===== src/core/pfel_map.vh =====
// Register map, field positions, reset values and rule overview for the PWM fault and event block
// Overview of operation
// - Unlatched mode reports live trigger state
// - Latched mode reports sticky trigger state
// - Latched triggers stay until individually cleared
// - Status bit one means trigger active
// - Group0 four pins, group1 eight trips
// - Per-group trigger selection, writable and readable
// - Reset uses only external input zero
// - Extended mode uses programmed selection
// - Fault is OR of selected triggers, pins sense-adjusted, trips not
// - Write one clears interrupt status bit
// - Six counter event interrupt sources
// - Raw and masked status both readable
// - Enable bits mask interrupts and triggers
// - Minimum fault period holds fault asserted
// - Per-pin sense, high or low active
`ifndef PFEL_MAP_VH
`define PFEL_MAP_VH
// Per-generator register byte offsets (generator g at g*0x40)
`define PFEL_OFF_CTRL 6'h00
`define PFEL_OFF_SENSE 6'h04
`define PFEL_OFF_MINPER 6'h08
`define PFEL_OFF_SEL0 6'h0C
`define PFEL_OFF_SEL1 6'h10
`define PFEL_OFF_FSTAT0 6'h14
`define PFEL_OFF_FSTAT1 6'h18
`define PFEL_OFF_RIS 6'h1C
`define PFEL_OFF_MIS 6'h20
`define PFEL_OFF_INTEN 6'h24
// Module-level fault event registers, selected by paddr[8]
`define PFEL_OFF_FLT_STS 8'h00
`define PFEL_OFF_FLT_CLR 8'h04
`define PFEL_OFF_FLT_EN 8'h08
// Control field positions
`define PFEL_CTRL_LATCH 0
`define PFEL_CTRL_MINPER 1
`define PFEL_CTRL_EXTSRC 2
// Reset values
`define PFEL_RST_CTRL 3'h0
`define PFEL_RST_SENSE 4'h0
`define PFEL_RST_MINPER 16'h0000
`define PFEL_RST_SEL0 4'h1
`define PFEL_RST_SEL1 8'h00
`define PFEL_RST_INTEN 12'h000
// Legacy source: external input zero only
`define PFEL_LEGACY_SEL0 4'h1
`define PFEL_LEGACY_SEL1 8'h00
`endif


===== src/core/pfel_core.v =====
// PWM fault trigger selection, latching, minimum period and per-generator event interrupt logic
`include "pfel_map.vh"

module pfel_core #(
  parameter NGEN = 4,
  parameter MPW = 16
) (
  // Bus clock, also the PWM clock
  input wire pclk,
  // Asynchronous reset, active low
  input wire presetn,
  // Freezes all state while low
  input wire clk_en,
  // APB slave
  input wire psel,
  input wire penable,
  input wire pwrite,
  input wire [11:0] paddr,
  input wire [31:0] pwdata,
  output reg [31:0] prdata,
  output reg pready,
  output reg pslverr,
  // External fault pins, asynchronous
  input wire [3:0] ext_fault_in,
  // Comparator trips, eight per generator, same clock
  input wire [8*NGEN-1:0] cmp_trip_in,
  // Counter event pulses, six per generator, same clock
  input wire [6*NGEN-1:0] cnt_evt_in,
  // Generator fault signals
  output reg [NGEN-1:0] gen_fault,
  // Generator interrupt requests
  output reg [NGEN-1:0] gen_irq,
  // Gated converter trigger pulses
  output reg [6*NGEN-1:0] conv_trig,
  // Module fault interrupt
  output reg fault_irq
);

  // Pin synchronisers, first stage read only by second
  reg [3:0] fsync1_ff;
  reg [3:0] fsync2_ff;
  // Module fault event state
  reg [NGEN-1:0] flt_sts_ff;
  reg [NGEN-1:0] flt_en_ff;
  // APB answer registers
  reg [31:0] prdata_ff;
  reg pready_ff;
  reg pslverr_ff;
  reg [31:0] nxt_prdata;
  reg nxt_mapped;

  // Flattened per-generator results
  wire [32*NGEN-1:0] rd_all;
  wire [NGEN-1:0] flt_now;
  wire [NGEN-1:0] flt_rise;
  wire [NGEN-1:0] irq_now;
  wire [6*NGEN-1:0] trig_now;

  // Access phase that completes this edge
  wire acc_done = psel & penable & pready_ff;
  wire wr_acc = acc_done & pwrite;
  // Address decode helpers
  wire up_zero = (paddr[11:9] == 3'h0);
  wire glb_sel = up_zero & paddr[8];
  wire gen_sel = up_zero & ~paddr[8];
  wire [1:0] gidx = paddr[7:6];
  wire [31:0] gen_rd = rd_all[gidx*32 +: 32];
  wire flt_clr_wr = wr_acc & glb_sel & (paddr[7:0] == `PFEL_OFF_FLT_CLR);
  wire flt_en_wr = wr_acc & glb_sel & (paddr[7:0] == `PFEL_OFF_FLT_EN);

  // Two-flop synchroniser for the fault pins
  always @(posedge pclk or negedge presetn) begin
    if (!presetn) begin
      fsync1_ff <= 4'h0;
      fsync2_ff <= 4'h0;
    end else if (clk_en) begin
      fsync1_ff <= ext_fault_in;
      fsync2_ff <= fsync1_ff;
    end
  end

  genvar g;
  generate
    for (g = 0; g < NGEN; g = g + 1) begin : gen_blk
      // Generator number, sliced to the two index bits where compared
      localparam integer GI = g;
      // Configuration
      reg [2:0] ctrl_ff;
      reg [3:0] sense_ff;
      reg [MPW-1:0] minper_ff;
      reg [3:0] sel0_ff;
      reg [7:0] sel1_ff;
      reg [11:0] inten_ff;
      // Sticky trigger and interrupt state
      reg [3:0] lat0_ff;
      reg [7:0] lat1_ff;
      reg [5:0] ris_ff;
      // Minimum period timer and fault
      reg [MPW-1:0] cnt_ff;
      reg flt_ff;
      reg [31:0] rd_w;

      // Writes aimed at this generator
      wire wr_g = wr_acc & gen_sel & (gidx == GI[1:0]);
      wire ctrl_wr = wr_g & (paddr[5:0] == `PFEL_OFF_CTRL);
      wire sense_wr = wr_g & (paddr[5:0] == `PFEL_OFF_SENSE);
      wire minp_wr = wr_g & (paddr[5:0] == `PFEL_OFF_MINPER);
      wire sel0_wr = wr_g & (paddr[5:0] == `PFEL_OFF_SEL0);
      wire sel1_wr = wr_g & (paddr[5:0] == `PFEL_OFF_SEL1);
      wire fs0_wr = wr_g & (paddr[5:0] == `PFEL_OFF_FSTAT0);
      wire fs1_wr = wr_g & (paddr[5:0] == `PFEL_OFF_FSTAT1);
      wire ris_wr = wr_g & (paddr[5:0] == `PFEL_OFF_RIS);
      wire en_wr = wr_g & (paddr[5:0] == `PFEL_OFF_INTEN);
      wire [3:0] clr0 = fs0_wr ? pwdata[3:0] : 4'h0;
      wire [7:0] clr1 = fs1_wr ? pwdata[7:0] : 8'h00;
      wire [5:0] rclr = ris_wr ? pwdata[5:0] : 6'h00;

      // Sense adjust: sense bit set means active low
      wire [3:0] act0 = fsync2_ff ^ sense_ff;
      // Group one is the eight comparator trips
      wire [7:0] act1 = cmp_trip_in[8*g +: 8];
      wire latch_on = ctrl_ff[`PFEL_CTRL_LATCH];
      // Live state unless latching is on
      // Latched view includes the current cycle
      wire [3:0] st0 = latch_on ? (lat0_ff | act0) : act0;
      wire [7:0] st1 = latch_on ? (lat1_ff | act1) : act1;
      // Legacy mode forces input zero only
      wire [3:0] use0 = ctrl_ff[`PFEL_CTRL_EXTSRC] ? sel0_ff : `PFEL_LEGACY_SEL0;
      wire [7:0] use1 = ctrl_ff[`PFEL_CTRL_EXTSRC] ? sel1_ff : `PFEL_LEGACY_SEL1;
      wire raw_flt = (|(st0 & use0)) | (|(st1 & use1));
      // Hold fault while the timer runs
      wire hold = ctrl_ff[`PFEL_CTRL_MINPER] & (cnt_ff != {MPW{1'b0}});
      wire nxt_flt = raw_flt | hold;
      // Masked status is raw AND enable
      wire [5:0] mis = ris_ff & inten_ff[5:0];

      assign flt_now[g] = nxt_flt;
      assign flt_rise[g] = nxt_flt & ~flt_ff;
      // Request is OR of masked bits
      assign irq_now[g] = |mis;
      assign trig_now[6*g +: 6] = cnt_evt_in[6*g +: 6] & inten_ff[11:6];
      assign rd_all[32*g +: 32] = rd_w;

      // Configuration registers
      always @(posedge pclk or negedge presetn) begin
        if (!presetn) begin
          ctrl_ff <= `PFEL_RST_CTRL;
          sense_ff <= `PFEL_RST_SENSE;
          minper_ff <= `PFEL_RST_MINPER;
          sel0_ff <= `PFEL_RST_SEL0;
          sel1_ff <= `PFEL_RST_SEL1;
          inten_ff <= `PFEL_RST_INTEN;
        end else if (clk_en) begin
          if (ctrl_wr) begin
            ctrl_ff <= pwdata[2:0];
          end
          if (sense_wr) begin
            sense_ff <= pwdata[3:0];
          end
          if (minp_wr) begin
            minper_ff <= pwdata[MPW-1:0];
          end
          // Selection per group, read back below
          if (sel0_wr) begin
            sel0_ff <= pwdata[3:0];
          end
          if (sel1_wr) begin
            sel1_ff <= pwdata[7:0];
          end
          if (en_wr) begin
            inten_ff <= pwdata[11:0];
          end
        end
      end

      // Sticky trigger, interrupt and timer state
      always @(posedge pclk or negedge presetn) begin
        if (!presetn) begin
          lat0_ff <= 4'h0;
          lat1_ff <= 8'h00;
          ris_ff <= 6'h00;
          cnt_ff <= {MPW{1'b0}};
          flt_ff <= 1'b0;
        end else if (clk_en) begin
          // Sticky until written one; set beats clear
          if (latch_on) begin
            lat0_ff <= (lat0_ff & ~clr0) | act0;
            lat1_ff <= (lat1_ff & ~clr1) | act1;
          end else begin
            lat0_ff <= 4'h0;
            lat1_ff <= 8'h00;
          end
          // Write one clears, new event wins
          ris_ff <= (ris_ff & ~rclr) | cnt_evt_in[6*g +: 6];
          // Reload while asserted, then count down
          if (raw_flt) begin
            cnt_ff <= minper_ff;
          end else if (cnt_ff != {MPW{1'b0}}) begin
            cnt_ff <= cnt_ff - {{(MPW-1){1'b0}}, 1'b1};
          end
          flt_ff <= nxt_flt;
        end
      end

      // Per-generator read word
      always @* begin
        rd_w = 32'h0000_0000;
        case (paddr[5:0])
          `PFEL_OFF_CTRL: begin
            rd_w[2:0] = ctrl_ff;
          end
          `PFEL_OFF_SENSE: begin
            rd_w[3:0] = sense_ff;
          end
          `PFEL_OFF_MINPER: begin
            rd_w[MPW-1:0] = minper_ff;
          end
          `PFEL_OFF_SEL0: begin
            rd_w[3:0] = sel0_ff;
          end
          `PFEL_OFF_SEL1: begin
            rd_w[7:0] = sel1_ff;
          end
          `PFEL_OFF_FSTAT0: begin
            rd_w[3:0] = st0;
          end
          `PFEL_OFF_FSTAT1: begin
            rd_w[7:0] = st1;
          end
          `PFEL_OFF_RIS: begin
            rd_w[5:0] = ris_ff;
          end
          `PFEL_OFF_MIS: begin
            rd_w[5:0] = mis;
          end
          `PFEL_OFF_INTEN: begin
            rd_w[11:0] = inten_ff;
          end
          default: begin
            rd_w = 32'h0000_0000;
          end
        endcase
      end
    end
  endgenerate

  // Read data and decode of mapped addresses
  always @* begin
    nxt_prdata = 32'h0000_0000;
    nxt_mapped = 1'b0;
    if (gen_sel) begin
      case (paddr[5:0])
        `PFEL_OFF_CTRL, `PFEL_OFF_SENSE, `PFEL_OFF_MINPER, `PFEL_OFF_SEL0, `PFEL_OFF_SEL1,
        `PFEL_OFF_FSTAT0, `PFEL_OFF_FSTAT1, `PFEL_OFF_RIS, `PFEL_OFF_MIS, `PFEL_OFF_INTEN: begin
          nxt_mapped = 1'b1;
          nxt_prdata = gen_rd;
        end
        default: begin
          nxt_mapped = 1'b0;
        end
      endcase
    end else if (glb_sel) begin
      case (paddr[7:0])
        `PFEL_OFF_FLT_STS: begin
          nxt_mapped = 1'b1;
          nxt_prdata[NGEN-1:0] = flt_sts_ff;
        end
        // Clear register is write-only, reads zero
        `PFEL_OFF_FLT_CLR: begin
          nxt_mapped = 1'b1;
        end
        `PFEL_OFF_FLT_EN: begin
          nxt_mapped = 1'b1;
          nxt_prdata[NGEN-1:0] = flt_en_ff;
        end
        default: begin
          nxt_mapped = 1'b0;
        end
      endcase
    end
  end

  // APB answer: ready in the first access cycle, no wait states
  always @(posedge pclk or negedge presetn) begin
    if (!presetn) begin
      pready_ff <= 1'b0;
      pslverr_ff <= 1'b0;
      prdata_ff <= 32'h0000_0000;
    end else if (clk_en) begin
      pready_ff <= psel & ~penable;
      pslverr_ff <= psel & ~penable & ~nxt_mapped;
      // Data sampled in setup, stable over the access
      if (psel & ~penable & ~pwrite) begin
        prdata_ff <= nxt_prdata;
      end
    end
  end

  // Module fault events: sticky status, write-one clear, enable
  always @(posedge pclk or negedge presetn) begin
    if (!presetn) begin
      flt_sts_ff <= {NGEN{1'b0}};
      flt_en_ff <= {NGEN{1'b0}};
    end else if (clk_en) begin
      // Rising fault beats a simultaneous clear
      flt_sts_ff <= (flt_sts_ff & ~(flt_clr_wr ? pwdata[NGEN-1:0] : {NGEN{1'b0}})) | flt_rise;
      if (flt_en_wr) begin
        flt_en_ff <= pwdata[NGEN-1:0];
      end
    end
  end

  // Registered outputs, one cycle after their cause, gen_irq two cycles after its event
  always @(posedge pclk or negedge presetn) begin
    if (!presetn) begin
      gen_fault <= {NGEN{1'b0}};
      gen_irq <= {NGEN{1'b0}};
      conv_trig <= {6*NGEN{1'b0}};
      fault_irq <= 1'b0;
    end else if (clk_en) begin
      gen_fault <= flt_now;
      gen_irq <= irq_now;
      conv_trig <= trig_now;
      fault_irq <= |((flt_sts_ff | flt_rise) & flt_en_ff);
    end
  end

  // Bus outputs mirror their answer flops
  always @* begin
    prdata = prdata_ff;
    pready = pready_ff;
    pslverr = pslverr_ff;
  end

endmodule


===== config.mk =====
export PLATFORM = sky130hd
export DESIGN_NAME = pfel_core
export DESIGN_NICKNAME = d
export VERILOG_FILES = /design/src/core/pfel_core.v
export VERILOG_INCLUDE_DIRS = /design/src /design/src/core
export SDC_FILE = /design/constraint.sdc
export NUM_CORES = 1
export LEC_CHECK = 0
export CORE_MARGIN = 10
export CORE_UTILIZATION = 40
export DETAILED_ROUTE_END_ITERATION = 8
export DONT_BUFFER_PORTS = 1
export GPL_TIMING_DRIVEN = 0
export PLACE_DENSITY = 0.54
export SLEW_MARGIN = 40
export SYNTH_ARGS = -nofsm -noshare
export SYNTH_HDL_FRONTEND = slang
export SYNTH_SLANG_ARGS = --single-unit

===== constraint.sdc =====
create_clock -name pclk -period 2.3 [get_ports pclk]
set_input_delay 0.69 -clock pclk [delete_from_list [all_inputs] [get_ports pclk]]
set_output_delay 0.69 -clock pclk [all_outputs]
set_load 0.01 [all_outputs]

## After elaboration in Yosys (flattened, before gate mapping)

Cells that the tools add are included.

| storage, ports and cells | value |
|---|---|
| output and inout port bits | 67 |
| word-level logic and storage cells | 354 |
| register bits | 411 |
| input port bits | 110 |

| cells by class | value |
|---|---|
| add/sub/neg operators | 4 |
| equal/unequal tests | 14 |
| bitwise logic cells | 145 |
| shift operators | 1 |
| reduce and logical (&&, ||, !) cells | 57 |
| multiplexer cells | 78 |

Operator list:

| cell | count |
|---|---|
| 16-bit 2-to-1 mux | 8 |
| 8-bit 2-to-1 mux | 16 |
| 128-bit by 8-bit indexed part select with 32-bit output | 1 |
| 3-bit one-hot mux with 10 select lines | 4 |
| 4-bit 2-to-1 mux | 23 |
| 6-bit AND | 12 |
| 8-bit AND | 8 |
| 8-bit bitwise OR | 8 |
| 16-bit nonzero test | 4 |
| 16-bit by 1-bit subtractor with 16-bit output (second input constant) | 4 |
| 1-bit AND | 60 |
| 2-bit AND reduction | 30 |
| 2-bit one-hot mux with 6 select lines | 4 |
| 4-bit AND | 10 |
| 4-bit bitwise OR | 10 |
| 4-bit one-hot mux with 2 select lines | 5 |
| 1-bit one-hot mux with 9 select lines | 4 |
| 32-bit 2-to-1 mux | 1 |
| 8-bit NOT | 4 |
| 2-bit one-hot mux with 4 select lines | 4 |
| 8-bit OR reduction | 4 |
| 28-bit 2-to-1 mux | 1 |
| 6-bit by 5-bit equality test with 1-bit output (second input constant) | 4 |
| 6-bit 2-to-1 mux | 4 |
| 23 further kinds | 66 |

## Depth between registers and ports, before layout

| depth | value |
|---|---|
| depth after elaboration | 11 |
| gate-level depth with buffers | 11 |
| mapped depth without buffers | 9 |

## Least setup slack after synthesis

Ideal clock, no wire load.

| path | value |
|---|---|
| path type | input-to-reg |
| start | in paddr[5] |
| end | reg gen_blk[1].minper_ff[10] |
| cell stages on the path | 8 |
| buffers on the path | 3 |
| path slack | -0.437 ns |
| arrival | 2.612 ns |
| data required time | 2.175 ns |
| setup time | 0.125 ns |
| cell sequence | buf_2 or4_1 buf_2 nor3_4 nand2_2 nor2_2 buf_4 mux2_2 |

| on the way | value |
|---|---|
| cells in the longest elaborated chain, start to end | 3 |

Ends and longest elaborated chain:

| what | line | RTL |
|---|---|---|
| from (decl) | pfel_core.v:18 | `input wire [11:0] paddr,` |
| 6-bit by 4-bit equality test with 1-bit output | - |  |
| 1-bit AND | pfel_core.v:107 | `` wire minp_wr = wr_g & (paddr[5:0] == `PFEL_OFF_MINPER); `` |
| 2-bit AND reduction (no source line) | - |  |
| to (signal assigned) | pfel_core.v:149 | `` minper_ff <= `PFEL_RST_MINPER; `` |
| to (signal assigned) | pfel_core.v:161 | `minper_ff <= pwdata[MPW-1:0];` |
| to (decl) | pfel_core.v:90 | `reg [MPW-1:0] minper_ff;` |

Every way passes these cells.
A chain may end at the register's enable or synchronous reset.

## Worst setup path after layout

| path | value |
|---|---|
| start | reg fsync2_ff[3] |
| end | reg gen_blk[3].cnt_ff[9] |

| on the way | value |
|---|---|
| cells in the longest elaborated chain, start to end | 8 |
| elaborated cells between the ends (all ways) | 9 |
| those cells by class | mux (2); bitwise (4); reduce/logical (3) |

Ends and longest elaborated chain:

| what | line | RTL |
|---|---|---|
| from (decl) | pfel_core.v:41 | `reg [3:0] fsync2_ff;` |
| from (signal assigned) | pfel_core.v:78 | `fsync2_ff <= fsync1_ff;` |
| 4-bit XOR (*) | pfel_core.v:119 | `wire [3:0] act0 = fsync2_ff ^ sense_ff;` |
| 4-bit bitwise OR | pfel_core.v:125 | `wire [3:0] st0 = latch_on ? (lat0_ff \| act0) : act0;` |
| 4-bit 2-to-1 mux (*) | pfel_core.v:125 |  |
| 4-bit AND (*) | pfel_core.v:130 | `wire raw_flt = (\|(st0 & use0)) \| (\|(st1 & use1));` |
| 4-bit OR reduction (*) | pfel_core.v:130 |  |
| 1-bit bitwise OR (*) | pfel_core.v:130 |  |
| 2-bit nonzero test (no source line) | - |  |
| 2-bit AND reduction (no source line) | - |  |
| to (signal assigned) | pfel_core.v:182 | `cnt_ff <= {MPW{1'b0}};` |
| to (signal assigned) | pfel_core.v:197 | `cnt_ff <= minper_ff;` |
| to (signal assigned) | pfel_core.v:199 | `cnt_ff <= cnt_ff - {{(MPW-1){1'b0}}, 1'b1};` |
| to (decl) | pfel_core.v:99 | `reg [MPW-1:0] cnt_ff;` |

Mark *: on every way between the ends. The rest lies on a longest branch, timed or not.

==> run_results.csv <==
group,metric,value,unit
outcome,outcome,"finished with violations",
outcome,violations,"hold timing, slew limit, setup timing",
cells_and_area,syn_to_final_growth,30.86,%
setup_path,critPathBufInv,2,
drt,drtAntennaViolNets,0,
clock_network,cts.path.max_buffers,3,
setup_path,cp_num_cells,9,
timing,slew_violations,111,
timing,max_slew_margin,-0.1522,
logic_synthesis,async_reset_ff_frac,1.000,
logic_synthesis,yosys_register_bits,391,
setup_path,cp.arrival,3.06,ns
timing,fmax,0.3892,GHz
worst_hold_path,worstHoldPathType,"in -> async",
timing,min_period,2.569,ns
logic_synthesis,synthCells,2001,
clock_network,cts_made_buffers,46,
logic_synthesis,syn_avg_cell_area,10.30,µm²
logic_synthesis,yosysUniqueCellTypes,88,
placed_design,hpwl,67.16,mm
drt,drtIter0Drc,2060,
setup_path,r2r-end,"gen_blk[3].cnt_ff[9]",
setup_path,slowest_stage,"a222oi_1",
drt,vias,18540,
die,die_x,247.0,µm
die,core.rowCount,83,
die,core,0.05120,mm²
logic_synthesis,synth_area_leaders,"dfrtp_1, mux2_2, a22oi_1",
clock_network,cts.sinks,391,
die,pin_count,177,
timing,tightest_slew,1.728,ns
timing,whs,-0.2278,ns
die,dieArea,0.06102,mm²
timing,finalSetupViolCount,139,
cells_and_area,drive_gt1_frac,0.3404,
setup_path,reg2reg_depth,9,
die,fp.dieH,247.0,µm
power_and_ir_drop,finalPower,0.01625,W
drt,viasPerCell,6.323,
setup_path,critPathRequiredTime,2.79,ns
timing,period_share,1.117,
drt,drc,0,
setup_path,worstSetupStartpointType,"flip-flop",
logic_synthesis,synth_common_cells,"dfrtp_1, mux2_2, nand2_1",
setup_path,cp-end-kind,"flip-flop",
global_routing,grt_pass1_wl,133.3,mm
timing,fin_ws,-0.2694,ns
logic_synthesis,synth_flop_cell,"dfrtp_1",
global_routing,grt-ovfl-total,0,
drt,firstDrtPassIters,5,
power_and_ir_drop,p_leak,11.55,nW
logic_synthesis,synth_most_common_cell,"dfrtp_1",
setup_path,crit_type,"reg -> reg",
placed_design,io_buffers,0,
clock_network,path_clk_slew,0.06,ns
power_and_ir_drop,powerDensity,602.3,mW/mm²
clock_network,htree_num_levels,2,
logic_synthesis,synth_edf_count,0,
drt,wirelength,95.05,mm
logic_synthesis,yosysSeqAreaShare,0.4749,
clock_network,cts-root-buf,"clkbuf_16",
logic_synthesis,netlist_area,0.02061,mm²
setup_path,path_delay_family,"compound AO/OA/AOI/OAI gates",
setup_path,r2r-start,"fsync2_ff[3]",
drt,routedWlPerCell,32.41,µm
setup_path,crit_fanout,6,
run,max-cap-violations,0,
timing,finClkSkew,0.03457,ns
global_routing,grt_use_total,0.3004,
setup_path,path_cells,"buf_6 > xor2_2 > a21o_1 > a222oi_1 > a31o_2 > nand2_4 > buf_8 > mux2_2 > a22o_1",
timing,rsz0062_at_grt,"true",
timing,tns,-14.36,ns
cells_and_area,antenna_cells,0,
clock_network,insertion_delay,0.61,ns
setup_path,endpoint,"gen_blk[3].cnt_ff[9]",
setup_path,startpoint,"fsync2_ff[3]",
placed_design,gp_congestion,1.010,
cells_and_area,final_nets,2335,
logic_synthesis,synth_top_area_cell,"dfrtp_1",
logic_synthesis,synth_top_area_frac,0.4698,
power_and_ir_drop,vdd_drop_max,0.5079,mV
setup_path,max_stage_delay,0.47,ns
setup_path,r2r_setup_slack,-0.27,ns
global_routing,grt_pass1_vias,17680,
clock_network,cts_tree,"done",
logic_synthesis,yosys_warnings,0,
global_routing,antenna_found_initial,0,
timing,final-hold-violation-count,195,
global_routing,grt_max_degree,392,
die,start_util,0.4026,
[routing by layer]
metal	track usage	vias up	routed length, µm
met5	0	-	0
met4	0.1183	0	4607
met3	0.06485	222	8018
met2	0.4743	898	42810
met1	0.3959	9521	39610
li1	-	7903	-
[what timing repair did]
item / in CTS / in global routing
setup buffers: 78 / 64
pin swaps: 88 / 94
cloned: 14 / 8
endpoints found under the hold margin: 387 / 387
gates resized for setup: 287 / 207
setup endpoints to repair: 358 / 281
[cells in the final DEF (no fill, tap or decap), drive strengths merged, types with 5 or more instances in the layout]
cell,instances
a211oi,5
a21o,44
a21oi,45
a221oi,28
a222oi,11
a22o,52
a22oi,110
a31oi,13
and2,9
and3,12
buf,227
bufinv,8
clkbuf,128
clkinv,17
conb,16
dfrtp,387
ha,8
inv,85
mux2,192
mux2i,49
mux4,5
nand2,185
nand2b,11
nand3,71
nand4,16
nor2,112
nor2b,7
nor3,42
nor4,17
o2111ai,14
o211ai,12
o21ai,137
o22ai,5
o2bb2ai,68
or3,13
or4,5
xor2,13
[metrics by stage]
step / hold WS [ns] / utilization / instance area, µm² / setup slack (ns) / std cells
final: -0.2278 / 0.5269 / 26980 / -0.2694 / 2933
after global routing: -0.2308 / 0.5269 / 26980 / -0.3381 / 2933
after CTS: -0.2243 / 0.5032 / 25760 / -0.1810 / 2872
after detailed placement: 0.4159 / 0.4335 / 22190 / -1.558 / 2698
after global placement: 0.4178 / 0.4323 / 22130 / -1.597 / 2696
after floorplan: 0.3944 / - / 21280 / -0.2997 / 2016
[worst min-delay path by stage]
stage                     startpoint               endpoint  cells past startpoint
after floorplan              presetn           conv_trig[0]                      0
after global placement       presetn   gen_blk[1].cnt_ff[9]                      0
after detailed placement     presetn  gen_blk[1].cnt_ff[12]                      0
after CTS                    presetn  gen_blk[1].cnt_ff[12]                      0
after global routing         presetn   gen_blk[1].cnt_ff[9]                      0
final                        presetn  gen_blk[1].cnt_ff[12]                      0
[power breakdown]
group / switching [W] / leakage (nW) / internal, W
combinational: 0.000831 / 5.90 / 0.000416
sequential: 0.0000939 / 4.87 / 0.00696
clock: 0.00325 / 0.782 / 0.00470
[registers in the layout (all words and copies together) (netlist names), 12 cells and up]
signal / cells
gen_blk.inten_ff: 48
gen_blk.lat1_ff: 32
gen_blk.sel1_ff: 32
gen_blk.sel0_ff: 16
gen_blk.ris_ff: 24
gen_blk.cnt_ff: 64
gen_blk.ctrl_ff: 12
gen_blk.sense_ff: 16
prdata: 16
conv_trig: 24
gen_blk.lat0_ff: 16
gen_blk.minper_ff: 64
[worst register-to-register path, cell delays in order, from the launching register on]
cell      delay [ns]
dfrtp_1         0.37
buf_6           0.14
xor2_2          0.15
a21o_1          0.20
a222oi_1        0.47
a31o_2          0.40
nand2_4         0.12
buf_8           0.17
mux2_2          0.28
a22o_1          0.18
[cells by family after synthesis]
| group | share of synthesized area |
|---|---|
| AO/OA/AOI/OAI | 0.2087 |
| buffers and inverters | 0.05153 |
| other | 0.0001819 |
| XOR/XNOR | 0.006798 |
| AND/OR/NAND/NOR | 0.1189 |
| multiplexers | 0.1341 |
| adder cells (fa/ha/maj) | 0.004856 |
| flip-flops | 0.4749 |
[area by class of cell]
cell class                 count  area, µm²
buffer                       143       1191
clock inverter                28      380.4
inverter                      86      329.1
multi-input combinational   1393      11540
timing repair buffer         156       1677
clock buffer                  56       1219
fill                        4542      24220
sequential                   391       9793
tap                          680      850.8
Note: power is estimated with default switching activity, not from simulation.
